**src/rtl/atp_regs.vh**
```
// Register map, field positions, reset values and timing constants for the aftertreatment block.
// Summary of operation
// - Consent goes out while the generator breaker is open, unless a consent input is configured.
// - Breaker open with regeneration running suppresses overspeed and overfrequency protections only.
// - Regeneration mode 0 sends neither force nor inhibit; consent is still handled.
// - Mode 1 written by software asserts force for at most the configured seconds, then mode returns to 0.
// - Mode 2 asserts inhibit continuously.
// - Configured inhibit or force inputs set the mode; software writes to mode are rejected.
// - Inhibit and force travel on CAN parameters 3695 and 3696 and on discrete outputs.
// - Active regeneration status 0, 1, 2 decodes to not active, active, starting soon.
// - Filter status 0 to 3 decodes to four exclusive need flags.
// - Tank level comes from CAN unless level contact inputs are configured.
// - Level below start gives start, else above stop gives stop, else hysteresis.
// - A level contact is asserted while the level lies below its threshold.
// - Automatic pump mode starts on start, stops on stop, holds on hysteresis.
// - Manual-on runs except on stop; manual-off keeps the pump stopped.
// - With no pump output configured the pump function is disabled; the valve is optional.
// - Valve opens a delay before the pump starts and closes a delay after it stops.
// - Controller off for five seconds continuously stops the pump.
// - Pump supply source unavailable for at least 5 seconds stops the pump.
// - Run time over the configured maximum stops the pump and raises the failure alarm.
// - Latched stop anomalies keep the pump off until acknowledged.
// - With the event enable bit set, start and stop events are logged per transition.
`ifndef ATP_REGS_VH
`define ATP_REGS_VH

// Word addresses on the Wishbone bus, one per register.
`define ATP_ADR_CFG      4'h0
`define ATP_ADR_REGEN    4'h1
`define ATP_ADR_PUMP     4'h2
`define ATP_ADR_THR      4'h3
`define ATP_ADR_DELAY    4'h4
`define ATP_ADR_STAT     4'h5
`define ATP_ADR_ACK      4'h6
`define ATP_ADR_EVT      4'h7

// Configuration register fields.
`define ATP_CFG_CONS_IN  0
`define ATP_CFG_INH_IN   1
`define ATP_CFG_FRC_IN   2
`define ATP_CFG_LVL_IN   3
`define ATP_CFG_PUMP_OUT 4
`define ATP_CFG_VALV_OUT 5
`define ATP_CFG_EVT_EN   7

// Regeneration modes.
`define ATP_RG_AUTO      2'h0
`define ATP_RG_FORCE     2'h1
`define ATP_RG_INHIBIT   2'h2

// Received active regeneration status codes.
`define ATP_RS_ACTIVE    2'h1
`define ATP_RS_UNDEF     2'h3

// Pump modes.
`define ATP_PM_OFF       2'h0
`define ATP_PM_ON        2'h1
`define ATP_PM_AUTO      2'h2

// Supply source selection.
`define ATP_SRC_GEN      3'h0
`define ATP_SRC_BUS      3'h1
`define ATP_SRC_LOAD     3'h2
`define ATP_SRC_MAINS    3'h3
`define ATP_SRC_ALWAYS   3'h4

// Reset values.
`define ATP_CFG_RST      8'h10
`define ATP_THR_RST      16'h5014
`define ATP_DLY_RST      16'h0202

// Fixed guard times in seconds.
`define ATP_OFF_SEC      8'h05
`define ATP_SRC_SEC      8'h05

`endif

```
**src/rtl/atp_sec_timer.v**
```verilog
// Seconds counter that measures how long a condition has held.
`timescale 1ns/10ps
`default_nettype none

module atp_sec_timer #(
	parameter W = 16
) (
	input  wire         clk_i,
	input  wire         rst_i,
	input  wire         run_i,
	input  wire         tick_i,
	output reg  [W-1:0] secs_o
);

	// Restart at zero whenever the condition drops; saturate so a long hold never wraps.
	always @(posedge clk_i) begin
		if (rst_i || !run_i) begin
			secs_o <= {W{1'b0}};
		end else if (tick_i && secs_o != {W{1'b1}}) begin
			secs_o <= secs_o + {{(W-1){1'b0}}, 1'b1};
		end
	end

endmodule // atp_sec_timer
`default_nettype wire

```
**src/rtl/atp_ctrl.v**
```verilog
// Aftertreatment regeneration commands, status decode and exhaust-fluid pump control.
//
// Our own choices: the register addresses and the Wishbone register port.
`timescale 1ns/10ps
`default_nettype none
`include "atp_regs.vh"

module atp_ctrl #(
	parameter CLK_HZ  = 100000000,
	parameter TICK_CY = 100000000
) (
	input  wire        clk_i,
	input  wire        rst_i,
	// Classic Wishbone slave.
	input  wire        wb_cyc_i,
	input  wire        wb_stb_i,
	input  wire        wb_we_i,
	input  wire [3:0]  wb_adr_i,
	input  wire [3:0]  wb_sel_i,
	input  wire [31:0] wb_dat_i,
	output reg  [31:0] wb_dat_o,
	output reg         wb_ack_o,
	// Plant inputs.
	input  wire        generator_breaker_closed_i,
	input  wire        regen_consent_input_i,
	input  wire        regen_inhibit_input_i,
	input  wire        regen_force_input_i,
	input  wire [1:0]  can_regen_status_i,
	input  wire [1:0]  can_filter_status_i,
	input  wire [7:0]  can_tank_level_i,
	input  wire        start_level_contact_i,
	input  wire        stop_level_contact_i,
	input  wire        ctrl_off_mode_i,
	input  wire [4:0]  source_avail_i,
	// Plant outputs.
	output reg         regen_consent_o,
	output reg         overspeed_suppress_o,
	output reg         can_spn3695_inhibit_o,
	output reg         can_spn3696_force_o,
	output reg         regen_inhibit_output_o,
	output reg         regen_force_output_o,
	output reg  [2:0]  regen_active_flags_o,
	output reg  [3:0]  filter_need_flags_o,
	output reg         pump_output_o,
	output reg         valve_output_o,
	output reg         pump_failure_alarm_o,
	output reg         pump_started_event_o,
	output reg         pump_stopped_event_o
);

	// Valve sequencer states, one-hot.
	localparam [3:0] VS_IDLE  = 4'h1;
	localparam [3:0] VS_PRE   = 4'h2;
	localparam [3:0] VS_RUN   = 4'h4;
	localparam [3:0] VS_POST  = 4'h8;

	reg  [7:0]  cfg_r;
	reg  [1:0]  regen_mode_r;
	reg  [15:0] force_max_r;
	reg  [1:0]  pump_mode_r;
	reg  [2:0]  src_sel_r;
	reg  [15:0] run_max_r;
	reg  [7:0]  thr_start_r;
	reg  [7:0]  thr_stop_r;
	reg  [7:0]  dly_open_r;
	reg  [7:0]  dly_close_r;
	reg  [31:0] tick_cnt_r;
	reg         tick_r;
	reg         pump_cmd_r;
	reg         pump_cmd_nxt;
	reg         off_lat_r;
	reg         src_lat_r;
	reg         run_lat_r;
	reg  [3:0]  vs_r;
	reg  [7:0]  vs_cnt_r;
	reg  [15:0] evt_start_cnt_r;
	reg  [15:0] evt_stop_cnt_r;
	reg  [1:0]  lvl_stat;
	reg         src_ok;

	wire [15:0] force_secs;
	wire [15:0] off_secs;
	wire [15:0] src_secs;
	wire [15:0] run_secs;
	wire        bus_req;
	wire        bus_wr;
	wire        pin_mode;
	wire [1:0]  mode_eff;
	wire        pump_en;
	wire        stop_latched;
	wire        ack_wr;

	// Level status codes.
	localparam [1:0] LS_START = 2'h0;
	localparam [1:0] LS_STOP  = 2'h1;
	localparam [1:0] LS_HYST  = 2'h2;

	assign bus_req      = wb_cyc_i && wb_stb_i && !wb_ack_o;
	assign bus_wr       = bus_req && wb_we_i && wb_sel_i[0];
	assign pin_mode     = cfg_r[`ATP_CFG_INH_IN] || cfg_r[`ATP_CFG_FRC_IN];
	assign pump_en      = cfg_r[`ATP_CFG_PUMP_OUT];
	assign stop_latched = off_lat_r || src_lat_r || run_lat_r;
	assign ack_wr       = bus_wr && wb_adr_i == `ATP_ADR_ACK;

	// Inputs take the mode when configured; inhibit wins if both are raised.
	assign mode_eff = !pin_mode ? regen_mode_r :
		(cfg_r[`ATP_CFG_INH_IN] && regen_inhibit_input_i) ? `ATP_RG_INHIBIT :
		(cfg_r[`ATP_CFG_FRC_IN] && regen_force_input_i) ? `ATP_RG_FORCE :
		`ATP_RG_AUTO;

	// Level classification shared by both transducer kinds.
	function [1:0] classify;
		input below_start;
		input above_stop;
		begin
			if (below_start) begin
				classify = LS_START;
			end else if (above_stop) begin
				classify = LS_STOP;
			end else begin
				classify = LS_HYST;
			end
		end
	endfunction

	// One-second timebase shared by all timers.
	always @(posedge clk_i) begin
		if (rst_i || tick_cnt_r == TICK_CY - 1) begin
			tick_cnt_r <= 32'h0;
		end else begin
			tick_cnt_r <= tick_cnt_r + 32'h1;
		end
		tick_r <= !rst_i && tick_cnt_r == TICK_CY - 1;
	end

	// Contacts replace the CAN level; a stop contact low means the tank is above stop.
	always @* begin
		if (cfg_r[`ATP_CFG_LVL_IN]) begin
			lvl_stat = classify(start_level_contact_i, !stop_level_contact_i);
		end else begin
			lvl_stat = classify(can_tank_level_i < thr_start_r,
				can_tank_level_i > thr_stop_r);
		end
	end

	// Supply source selection.
	always @* begin
		case (src_sel_r)
			`ATP_SRC_GEN:   src_ok = source_avail_i[0];
			`ATP_SRC_BUS:   src_ok = source_avail_i[1];
			`ATP_SRC_LOAD:  src_ok = source_avail_i[2];
			`ATP_SRC_MAINS: src_ok = source_avail_i[3];
			default:        src_ok = 1'b1;
		endcase
	end

	// Demanded pump command from mode and level.
	always @* begin
		pump_cmd_nxt = pump_cmd_r;
		case (pump_mode_r)
			`ATP_PM_AUTO: begin
				if (lvl_stat == LS_START) begin
					pump_cmd_nxt = 1'b1;
				end else if (lvl_stat == LS_STOP) begin
					pump_cmd_nxt = 1'b0;
				end
			end
			`ATP_PM_ON:   pump_cmd_nxt = lvl_stat != LS_STOP;
			default:      pump_cmd_nxt = 1'b0;
		endcase
		if (!pump_en || stop_latched) begin
			pump_cmd_nxt = 1'b0;
		end
	end

	atp_sec_timer #(.W(16)) u_force_tmr (
		.clk_i  (clk_i),
		.rst_i  (rst_i),
		.run_i  (regen_mode_r == `ATP_RG_FORCE && !pin_mode),
		.tick_i (tick_r),
		.secs_o (force_secs)
	);

	atp_sec_timer #(.W(16)) u_off_tmr (
		.clk_i  (clk_i),
		.rst_i  (rst_i),
		.run_i  (ctrl_off_mode_i),
		.tick_i (tick_r),
		.secs_o (off_secs)
	);

	atp_sec_timer #(.W(16)) u_src_tmr (
		.clk_i  (clk_i),
		.rst_i  (rst_i),
		.run_i  (!src_ok),
		.tick_i (tick_r),
		.secs_o (src_secs)
	);

	atp_sec_timer #(.W(16)) u_run_tmr (
		.clk_i  (clk_i),
		.rst_i  (rst_i),
		.run_i  (pump_cmd_r),
		.tick_i (tick_r),
		.secs_o (run_secs)
	);

	// Register writes; the forcing timeout writes the mode back to automatic.
	always @(posedge clk_i) begin
		if (rst_i) begin
			cfg_r        <= `ATP_CFG_RST;
			regen_mode_r <= `ATP_RG_AUTO;
			force_max_r  <= 16'h0;
			pump_mode_r  <= `ATP_PM_OFF;
			src_sel_r    <= `ATP_SRC_ALWAYS;
			run_max_r    <= 16'h0;
			{thr_stop_r, thr_start_r} <= `ATP_THR_RST;
			{dly_close_r, dly_open_r} <= `ATP_DLY_RST;
		end else begin
			if (bus_wr) begin
				case (wb_adr_i)
					`ATP_ADR_CFG: cfg_r <= wb_dat_i[7:0];
					`ATP_ADR_REGEN: begin
						if (!pin_mode) begin
							regen_mode_r <= wb_dat_i[1:0];
						end
						force_max_r <= wb_dat_i[31:16];
					end
					`ATP_ADR_PUMP: begin
						pump_mode_r <= wb_dat_i[1:0];
						src_sel_r   <= wb_dat_i[6:4];
						run_max_r   <= wb_dat_i[31:16];
					end
					`ATP_ADR_THR:   {thr_stop_r, thr_start_r} <= wb_dat_i[15:0];
					`ATP_ADR_DELAY: {dly_close_r, dly_open_r} <= wb_dat_i[15:0];
					default: ;
				endcase
			end
			if (regen_mode_r == `ATP_RG_FORCE && !pin_mode && force_secs >= force_max_r) begin
				regen_mode_r <= `ATP_RG_AUTO;
			end
		end
	end

	// Stop anomalies latch; a new cause in the acknowledge cycle wins over the clear.
	always @(posedge clk_i) begin
		if (rst_i) begin
			off_lat_r <= 1'b0;
			src_lat_r <= 1'b0;
			run_lat_r <= 1'b0;
		end else begin
			off_lat_r <= (off_lat_r && !(ack_wr && wb_dat_i[0]))
				|| off_secs >= {8'h0, `ATP_OFF_SEC};
			src_lat_r <= (src_lat_r && !(ack_wr && wb_dat_i[1]))
				|| src_secs >= {8'h0, `ATP_SRC_SEC};
			run_lat_r <= (run_lat_r && !(ack_wr && wb_dat_i[2]))
				|| (run_max_r != 16'h0 && run_secs > run_max_r);
		end
	end

	// Valve leads the pump and trails it; without a valve the pump follows directly.
	always @(posedge clk_i) begin
		if (rst_i) begin
			vs_r       <= VS_IDLE;
			vs_cnt_r   <= 8'h0;
			pump_cmd_r <= 1'b0;
		end else begin
			pump_cmd_r <= pump_cmd_nxt;
			if (tick_r) begin
				vs_cnt_r <= vs_cnt_r + 8'h1;
			end
			case (vs_r)
				VS_IDLE: if (pump_cmd_r) begin
					vs_r     <= cfg_r[`ATP_CFG_VALV_OUT] ? VS_PRE : VS_RUN;
					vs_cnt_r <= 8'h0;
				end
				VS_PRE: if (!pump_cmd_r) begin
					vs_r <= VS_IDLE;
				end else if (vs_cnt_r >= dly_open_r) begin
					vs_r <= VS_RUN;
				end
				VS_RUN: if (!pump_cmd_r) begin
					vs_r     <= cfg_r[`ATP_CFG_VALV_OUT] ? VS_POST : VS_IDLE;
					vs_cnt_r <= 8'h0;
				end
				VS_POST: if (vs_cnt_r >= dly_close_r) begin
					vs_r <= VS_IDLE;
				end
				default: vs_r <= VS_IDLE;
			endcase
		end
	end

	// Plant outputs, all registered.
	always @(posedge clk_i) begin
		if (rst_i) begin
			regen_consent_o        <= 1'b0;
			overspeed_suppress_o   <= 1'b0;
			can_spn3695_inhibit_o  <= 1'b0;
			can_spn3696_force_o    <= 1'b0;
			regen_inhibit_output_o <= 1'b0;
			regen_force_output_o   <= 1'b0;
			regen_active_flags_o   <= 3'h0;
			filter_need_flags_o    <= 4'h0;
			pump_output_o          <= 1'b0;
			valve_output_o         <= 1'b0;
			pump_failure_alarm_o   <= 1'b0;
			pump_started_event_o   <= 1'b0;
			pump_stopped_event_o   <= 1'b0;
		end else begin
			regen_consent_o <= cfg_r[`ATP_CFG_CONS_IN] ? regen_consent_input_i
				: !generator_breaker_closed_i;
			overspeed_suppress_o <= !generator_breaker_closed_i
				&& can_regen_status_i == `ATP_RS_ACTIVE;
			can_spn3695_inhibit_o  <= mode_eff == `ATP_RG_INHIBIT;
			can_spn3696_force_o    <= mode_eff == `ATP_RG_FORCE;
			regen_inhibit_output_o <= mode_eff == `ATP_RG_INHIBIT;
			regen_force_output_o   <= mode_eff == `ATP_RG_FORCE;
			regen_active_flags_o   <= (can_regen_status_i == `ATP_RS_UNDEF) ? 3'h0
				: 3'h1 << can_regen_status_i;
			filter_need_flags_o    <= 4'h1 << can_filter_status_i;
			pump_output_o  <= pump_en && vs_r == VS_RUN && pump_cmd_r;
			valve_output_o <= pump_en && cfg_r[`ATP_CFG_VALV_OUT] && vs_r != VS_IDLE;
			pump_failure_alarm_o <= run_lat_r;
			pump_started_event_o <= cfg_r[`ATP_CFG_EVT_EN] && pump_cmd_nxt && !pump_cmd_r;
			pump_stopped_event_o <= cfg_r[`ATP_CFG_EVT_EN] && !pump_cmd_nxt && pump_cmd_r;
		end
	end

	// Event counters give software a record of each logged transition.
	always @(posedge clk_i) begin
		if (rst_i) begin
			evt_start_cnt_r <= 16'h0;
			evt_stop_cnt_r  <= 16'h0;
		end else begin
			if (pump_started_event_o) begin
				evt_start_cnt_r <= evt_start_cnt_r + 16'h1;
			end
			if (pump_stopped_event_o) begin
				evt_stop_cnt_r <= evt_stop_cnt_r + 16'h1;
			end
		end
	end

	// Wishbone answer one cycle after the strobe; unmapped reads return zero.
	always @(posedge clk_i) begin
		if (rst_i) begin
			wb_ack_o <= 1'b0;
			wb_dat_o <= 32'h0;
		end else begin
			wb_ack_o <= bus_req;
			if (bus_req && !wb_we_i) begin
				case (wb_adr_i)
					`ATP_ADR_CFG:   wb_dat_o <= {24'h0, cfg_r};
					`ATP_ADR_REGEN: wb_dat_o <= {force_max_r, 14'h0, mode_eff};
					`ATP_ADR_PUMP:  wb_dat_o <= {run_max_r, 9'h0, src_sel_r, 2'h0, pump_mode_r};
					`ATP_ADR_THR:   wb_dat_o <= {16'h0, thr_stop_r, thr_start_r};
					`ATP_ADR_DELAY: wb_dat_o <= {16'h0, dly_close_r, dly_open_r};
					`ATP_ADR_STAT:  wb_dat_o <= {17'h0, vs_r, lvl_stat, filter_need_flags_o,
						regen_active_flags_o, valve_output_o, pump_cmd_r};
					`ATP_ADR_ACK:   wb_dat_o <= {29'h0, run_lat_r, src_lat_r, off_lat_r};
					`ATP_ADR_EVT:   wb_dat_o <= {evt_stop_cnt_r, evt_start_cnt_r};
					default:        wb_dat_o <= 32'h0;
				endcase
			end
		end
	end

endmodule // atp_ctrl
`default_nettype wire

```
**config.mk**
```make
export PLATFORM = sky130hd
export DESIGN_NAME = atp_ctrl
export DESIGN_NICKNAME = d
export VERILOG_FILES = /design/src/rtl/atp_sec_timer.v /design/src/rtl/atp_ctrl.v
export VERILOG_INCLUDE_DIRS = /design/src /design/src/rtl
export SDC_FILE = /design/constraint.sdc
export NUM_CORES = 1
export LEC_CHECK = 0
export ABC_AREA = 1
export BUFFER_PORTS_ARGS = -buffer_cell sky130_fd_sc_hd__buf_4
export CAP_MARGIN = 5
export CORE_AREA = 3 3 157 159
export DETAILED_ROUTE_END_ITERATION = 16
export DIE_AREA = 0 0 160 162
export GPL_TIMING_DRIVEN = 1
export HOLD_SLACK_MARGIN = 0.03
export PLACE_DENSITY = 0.8
export SLEW_MARGIN = 20
export SYNTH_ARGS = -nofsm -noshare
export SYNTH_HDL_FRONTEND = slang
export SYNTH_SLANG_ARGS = --single-unit
```
**constraint.sdc**
```tcl
create_clock -name clk_i -period 3.3 [get_ports clk_i]
set_input_delay 0.495 -clock clk_i [delete_from_list [all_inputs] [get_ports clk_i]]
set_output_delay 0.495 -clock clk_i [all_outputs]
set_load 0.02 [all_outputs]
```
==> run summary, run 1 <==
DRC Markers = 0
largest net degree at the start of global routing = 60
Mapped Area = 0.01381 mm2
Worst Hold Class = in -> reg
final hold violation count = 0
die area = 0.02592 mm2
# rows = 56
status = finished, final reports clean
final setup fails = 0
grt ovf = 0
gr usage total = 27.69%
pre-CTS setup slack = 0.7540 ns
worst slew pin tran = 0.8169 ns
Die W = 160 um
clk root buf = clkbuf_16
Starting Density = 59.00%
WS Path Type = reg -> reg
Post-synth EDFFs = 0
chip height = 162 um
Diodes inserted = 0
Post-synth top cells = nand2_1 (347), dfxtp_1 (273), inv_1 (265), a21oi_1 (208), nor2_1 (172)
mean post-synth cell area = 7.184 um2
Worst-path clk slew = 0.06 ns
fin area = 0.01604 mm2
Fin Setup TNS = 0 ns
clk_lat worst skew = 0.56 ns
TritonCTS clock tree = built
post-synthesis cell type count = 53
min Tclk post-route = 2.352 ns
IO Port Bufs = 115
Post-DP HPWL = 27.49 mm
Final Wtd Congestion = 0.9394
CORE AREA = 0.02340 mm2
drt first pass iters = 10
Placed Area = 0.01495 mm2
largest fanout on the critical path = 33
Initial DRC Count = 1259
VDD IR max = 0.3770 mV
unrepaired setup endpoints after global routing = no
initial antenna violation count = 0
routed vias/inst = 5.657
vias in the first global route = 12277
Rel. slew slack = 45.48%
cell count after synthesis = 1922
via count = 13406
Yosys Warn Count = 0
Worst setup SP type = flop
H-Tree Depth = 1
Wirelength per Cell = 15.75 um
clk sinks = 273
Hold Buf Count CTS = 0
Slew Viols, Final = 0
Max-Cap Viols = 0
fill count = 1978
final setup margin = 0.9483 ns
CTS buffer count = 30
Synth async-reset ratio = 0%
first-pass GRT wire length = 60.44 mm
Area growth syn-to-layout = 16.17%
Routed WL = 37.33 mm
area leader, netlist = dfxtp_1
#FFs+latches synth = 273
PostCTS Resize Cnt = 0
Final Net Count = 2173
pwr/cell area = 463.0 mW/mm2
post-synthesis sequential area ratio = 39.58%
most numerous cell in the Yosys netlist = nand2_1
largest cells by area after synthesis = dfxtp_1 (40%), nand2_1 (9.4%), a21oi_1 (7.5%), inv_1 (7.2%), ha_1 (7.0%)
Post-CTS Setup Inserts = 0
Tcrit/Tclk final = 71.26%
ys flop type = dfxtp_1
Critical Path RT = 3.78 ns
IO Count = 120
Layout Skew = 0.01270 ns
Syn Nets = 2068
fmax = 0.4252 GHz
hold_ws = 0.09997 ns
post-route ant nets = 0
top-area cell type share of the netlist area = 39.58%
Finished Core Util = 68.55%
Leakage Power = 6.180 nW
Crit. End Element = flop
clock buffer depth = 3
data arrival time of the worst path = 2.83 ns
layout cells sized above 1 = 11.41%
==> power by group <==
| part | switching [mW] | internal [mW] |
|---|---|---|
| sequential | 0.0285 | 3.32 |
| combinational | 0.285 | 0.160 |
| clock | 1.41 | 2.22 |
| total | 1.72 | 5.70 |
==> metrics by stage <==
stage / power, mW / std cells
after global placement: 3.846 / 2314
after global routing: 7.661 / 2370
final: 7.427 / 2370
after detailed placement: 3.855 / 2314
after floorplan: 3.684 / 1922
after CTS: 7.454 / 2370
==> logic make-up after synthesis <==
| logic type | share of synthesized area (%) |
|---|---|
| DFF | 39.58 |
| xor gates and xnor gates | 1.142 |
| AOI/OAI and AO/OA | 18.00 |
| and+or+nand+nor | 25.20 |
| adders and majority gates | 6.977 |
| buffers and inverters | 9.097 |
==> critical path: stages, from the launching register on <==
cell     delay, ns
dfxtp_1       0.31
nor2_1        0.13
inv_1         0.08
nor2_2        0.08
buf_4         0.23
inv_2         0.27
nor2_2        0.64
o21ai_0       0.35
a21oi_1       0.19
==> metal layers <==
| metal | vias to the layer above | wire length (um) | GRT usage, % |
|---|---|---|---|
| li1 | 6635 | - | - |
| met1 | 6173 | 16250 | 37.57 |
| met2 | 511 | 16900 | 46.13 |
| met3 | 87 | 3174 | 4.820 |
| met4 | 0 | 1009 | 7.061 |
| met5 | - | 0 | 0 |
==> flip-flops by register name (all words and copies together) (netlist names), 2 cells and up <==
signal / cells
tick_cnt_r: 32
wb_dat_o: 32
evt_start_cnt_r: 16
evt_stop_cnt_r: 16
force_max_r: 16
run_max_r: 16
u_force_tmr.secs_o: 16
u_off_tmr.secs_o: 16
u_run_tmr.secs_o: 16
u_src_tmr.secs_o: 16
cfg_r: 8
dly_close_r: 8
dly_open_r: 8
thr_start_r: 8
thr_stop_r: 8
vs_cnt_r: 8
filter_need_flags_o: 4
vs_r: 4
regen_active_flags_o: 3
src_sel_r: 3
pump_mode_r: 2
regen_mode_r: 2
==> cells in the final DEF, fill, tap and decap left out, drive strengths merged, types with 2 or more instances in the layout <==
cell type  instances
a211oi             5
a21boi             2
a21oi            208
a31oi              2
a41oi              2
and3               3
buf              129
bufinv             5
clkbuf            38
clkinv             7
clkinvlp           6
dfxtp            273
ha                77
inv              274
nand2            353
nand3             65
nand3b             4
nand4             38
nor2             188
nor3              80
nor3b             12
nor4              22
o2111ai            7
o211ai            13
o21a              11
o21ai            164
o21ba              2
o21bai             2
o221ai            11
o22ai             14
o31ai              4
or2                4
xnor2              6
xor2              12
==> final timing paths <==
check | start | end | slack (ns) | depth (start not counted)
max | wb_ack_o$_SDFF_PP0_ | wb_dat_o[25]$_SDFFE_PP0P_ | 0.95 | 8
min | generator_breaker_closed_i | overspeed_suppress_o$_SDFF_PP0_ | 0.1 | 2
max reg2reg | wb_ack_o$_SDFF_PP0_ | wb_dat_o[25]$_SDFFE_PP0P_ | 0.95 | 8
min reg2reg | tick_cnt_r[0]$_SDFF_PP0_ | tick_cnt_r[0]$_SDFF_PP0_ | 0.45 | 1
==> cell type report <==
| type | instances | area [um2] | share of cell area [%] |
|---|---|---|---|
| inverter | 274 | 1028 | 6.411 |
| sequential | 273 | 5465 | 34.07 |
| timing repair buffer | 129 | 968.4 | 6.037 |
| clock buffer | 38 | 852.1 | 5.312 |
| tap | 319 | 399.1 | 2.488 |
| multi-input combinational | 1319 | 7087 | 44.18 |
| clock inverter | 18 | 241.5 | 1.505 |
(Power assumes the default switching activity.)
==> run 2, diff against run 1 <==
--- a/config.mk
+++ b/config.mk
@@ -6,15 +6,15 @@
 export SDC_FILE = /design/constraint.sdc
 export NUM_CORES = 1
 export LEC_CHECK = 0
-export ABC_AREA = 1
+export ABC_AREA = 0
 export BUFFER_PORTS_ARGS = -buffer_cell sky130_fd_sc_hd__buf_4
 export CAP_MARGIN = 5
-export CORE_AREA = 3 3 157 159
+export CORE_AREA = 3 3 164 166
 export DETAILED_ROUTE_END_ITERATION = 16
-export DIE_AREA = 0 0 160 162
+export DIE_AREA = 0 0 167 169
 export GPL_TIMING_DRIVEN = 1
 export HOLD_SLACK_MARGIN = 0.03
-export PLACE_DENSITY = 0.8
+export PLACE_DENSITY = 0.76
 export SLEW_MARGIN = 20
 export SYNTH_ARGS = -nofsm -noshare
 export SYNTH_HDL_FRONTEND = slang
==> constraint.sdc (replaced) <==
create_clock -name clk_i -period 1.9 [get_ports clk_i]
set_input_delay 0.285 -clock clk_i [delete_from_list [all_inputs] [get_ports clk_i]]
set_output_delay 0.285 -clock clk_i [all_outputs]
set_load 0.02 [all_outputs]
==> run 2 against run 1 <==
Compared with the run above:
- the run now ends with negative setup slack left
- clock-buffer cell count up 4
- die area is 8.9% higher
- sequential share of layout area is 2.6 points lower
- final area increased by 8.5%
- flip-flop and latch count unchanged
- hold slack got worse by 0.024 ns
- worst setup slack worse by 0.95 ns
- synthesized cell count is 18% lower
- register-to-register slack got worse by 0.95 ns
- largest cell class unchanged
- largest power group unchanged
==> run summary, run 2 <==
top-area cell type share of the netlist area = 39.91%
layout cells sized above 1 = 18.93%
routed vias/inst = 5.885
Worst Hold Class = in -> reg
biggest regs = tick_cnt_r (32), wb_dat_o (32)
Max-Cap Viols = 0
Fin Setup TNS = -0.002333 ns
most numerous cell in the Yosys netlist = dfxtp_1
clk root buf = clkbuf_16
H-Tree Depth = 1
Crit. End Element = flop
worst slew pin tran = 0.7012 ns
clk sinks = 273
gr usage total = 26.25%
min Tclk post-route = 1.902 ns
Routed WL = 39.13 mm
commonest non-fill, non-tap cell in the layout = dfxtp_1
Syn Nets = 1719
Leakage Power = 6.564 nW
Finished Core Util = 67.55%
Die W = 167 um
Initial DRC Count = 1243
Worst-path clk slew = 0.06 ns
Final Wtd Congestion = 0.9182
CTS buffer count = 30
pwr/cell area = 753.5 mW/mm2
#FFs+latches synth = 273
# rows = 59
Area growth syn-to-layout = 27.10%
mean post-synth cell area = 8.705 um2
clock buffer depth = 3
largest cells by area after synthesis = dfxtp_1 (40%), ha_1 (7.0%), nor2_1 (6.6%), mux2i_1 (6.1%), xor2_1 (3.5%)
chip height = 169 um
post-synthesis cell type count = 70
post-synthesis sequential area ratio = 39.91%
IO Count = 120
Tcrit/Tclk final = 100.1%
data arrival time of the worst path = 2.34 ns
Final Net Count = 1962
unrepaired setup endpoints after global routing = yes
WS Path Type = reg -> reg
Worst setup SP type = flop
Slowest-stage cell, CP = or4_4
Yosys Warn Count = 0
final hold violation count = 0
die area = 0.02822 mm2
ys flop type = dfxtp_1
fmax = 0.5257 GHz
status = complete, but fails checks
Post-DP HPWL = 27.82 mm
cell count after synthesis = 1573
Rel. slew slack = 53.19%
Post-synth top cells = dfxtp_1 (273), nor2_1 (242), nand2_1 (88), inv_1 (84), mux2i_1 (84)
fin area = 0.01740 mm2
largest fanout on the critical path = 3
Layout Skew = 0.01087 ns
Synth async-reset ratio = 0%
CP Cell Sequence = inv_2 > ha_4 > or4_4 > nor4b_4 > o2111ai_2 > and4_1
Placed Area = 0.01577 mm2
area leader, netlist = dfxtp_1
Wirelength per Cell = 18.00 um
IO Port Bufs = 115
Post-synth EDFFs = 0
fin cells = 2174
drt first pass iters = 5
commonest non-fill, non-tap cells in the layout = dfxtp_1 (262), nor2_1 (240), buf_4 (234)
grt ovf = 0
VDD IR max = 0.6440 mV
Starting Density = 53.15%
post-route ant nets = 0
failing checks = negative setup slack
Mapped Area = 0.01369 mm2
Slew Viols, Final = 0
initial antenna violation count = 1
TritonCTS clock tree = built
clk_lat worst skew = 0.55 ns
final setup fails = 1
first-pass GRT wire length = 62.04 mm
final setup margin = -0.002333 ns
via count = 12793
vias in the first global route = 12145
post-placement cell count = 2075
CP peak stage delay = 0.52 ns
largest net degree at the start of global routing = 46
Critical Path RT = 2.34 ns
DRC Markers = 0
CORE AREA = 0.02576 mm2
## run 2: changes by cell type in the layout (fill, tap and decap cells not counted), moves of 30 or more
cell and change:
nor3_1 -48, a21oi_1 -156, xor2_1 +43, nor2_1 +68
mux2i_1 +84, o21ai_0 -104, buf_4 +105, dlygate4sd3_1 +40
xnor2_1 +35, a211oi_1 +30, inv_1 -182, nand2_1 -259
## run 2: kinds of logic after synthesis
group	count (synthesis)	share of synthesized area (%)
compound gates	266	13.26
xor+xnor	96	6.140
fa+ha+maj	77	7.036
buf+inv	158	4.642
flops	273	39.91
mux	89	6.552
simple gates	614	22.46
## run 2: worst max-delay path: cells and delay by family, from the launching register on
family	cells	cell delay, ns
AOI/OAI and AO/OA	1	0.18
adders and majority gates	1	0.20
buffers and inverters	1	0.04
and+or+nand+nor	3	1.04
DFF	1	0.33
## run 2: power breakdown
part | total, mW | leakage, nW | switching (mW) | internal, mW
Combinational | 0.990 | 3.84 | 0.531 | 0.460
Clock | 6.26 | 0.518 | 2.38 | 3.87
Sequential | 5.87 | 2.21 | 0.0712 | 5.80
## run 2: metrics by stage
step | worst slack, ns | hold slack, ns | total power, mW
floorplan | 0.005299 | 0.3561 | 6.435
global route | -0.06006 | 0.07985 | 13.49
finish | -0.002333 | 0.07646 | 13.11
global placement | -0.05598 | 0.4574 | 6.830
detailed placement | -0.06293 | 0.4592 | 6.847
CTS | -0.005069 | 0.05805 | 13.11
## run 2: what timing repair did
item / 4_1_cts / 5_1_grt
pin swaps: 8 / 6
hold buffers: 40 / 0
hold endpoints to repair: 75 / 0
setup buffers: 1 / 3
gates resized for setup: 11 / 23
endpoints found under the setup margin: 30 / 39
## run 2: routing by layer
metal  vias to the layer above  wire [um]  GRT usage (%)  part of all wire [%]
met5                         -          0              0                     0
met1                      6135      17160          35.53                    44
met3                        78       2790          4.507                   7.1
met4                         0       1038          7.747                   2.7
li1                       6136          -              -                     -
met2                       444      18130          43.31                    46
## run 2: cell type report
class | instances | area (um2)
fill | 2002 | 8359
multi-input combinational | 1142 | 7741
sequential | 273 | 5479
timing repair buffer | 285 | 2377
clock buffer | 42 | 877.1
tap | 335 | 419.2
inverter | 84 | 315.3
clock inverter | 12 | 192.7
antenna | 1 | 2.502
## run 2: worst paths after layout
path | start | to | slack [ns] | cells past startpoint
max reg2reg | pump_mode_r[0]$_SDFFE_PP0P_ | pump_stopped_event_o$_SDFF_PP0_ | -0.002 | 6
min reg2reg | tick_cnt_r[0]$_SDFF_PP0_ | tick_cnt_r[0]$_SDFF_PP0_ | 0.48 | 1
min | rst_i | regen_active_flags_o[0]$_SDFF_PP0_ | 0.08 | 2
max | pump_mode_r[0]$_SDFFE_PP0P_ | pump_stopped_event_o$_SDFF_PP0_ | -0.002 | 6
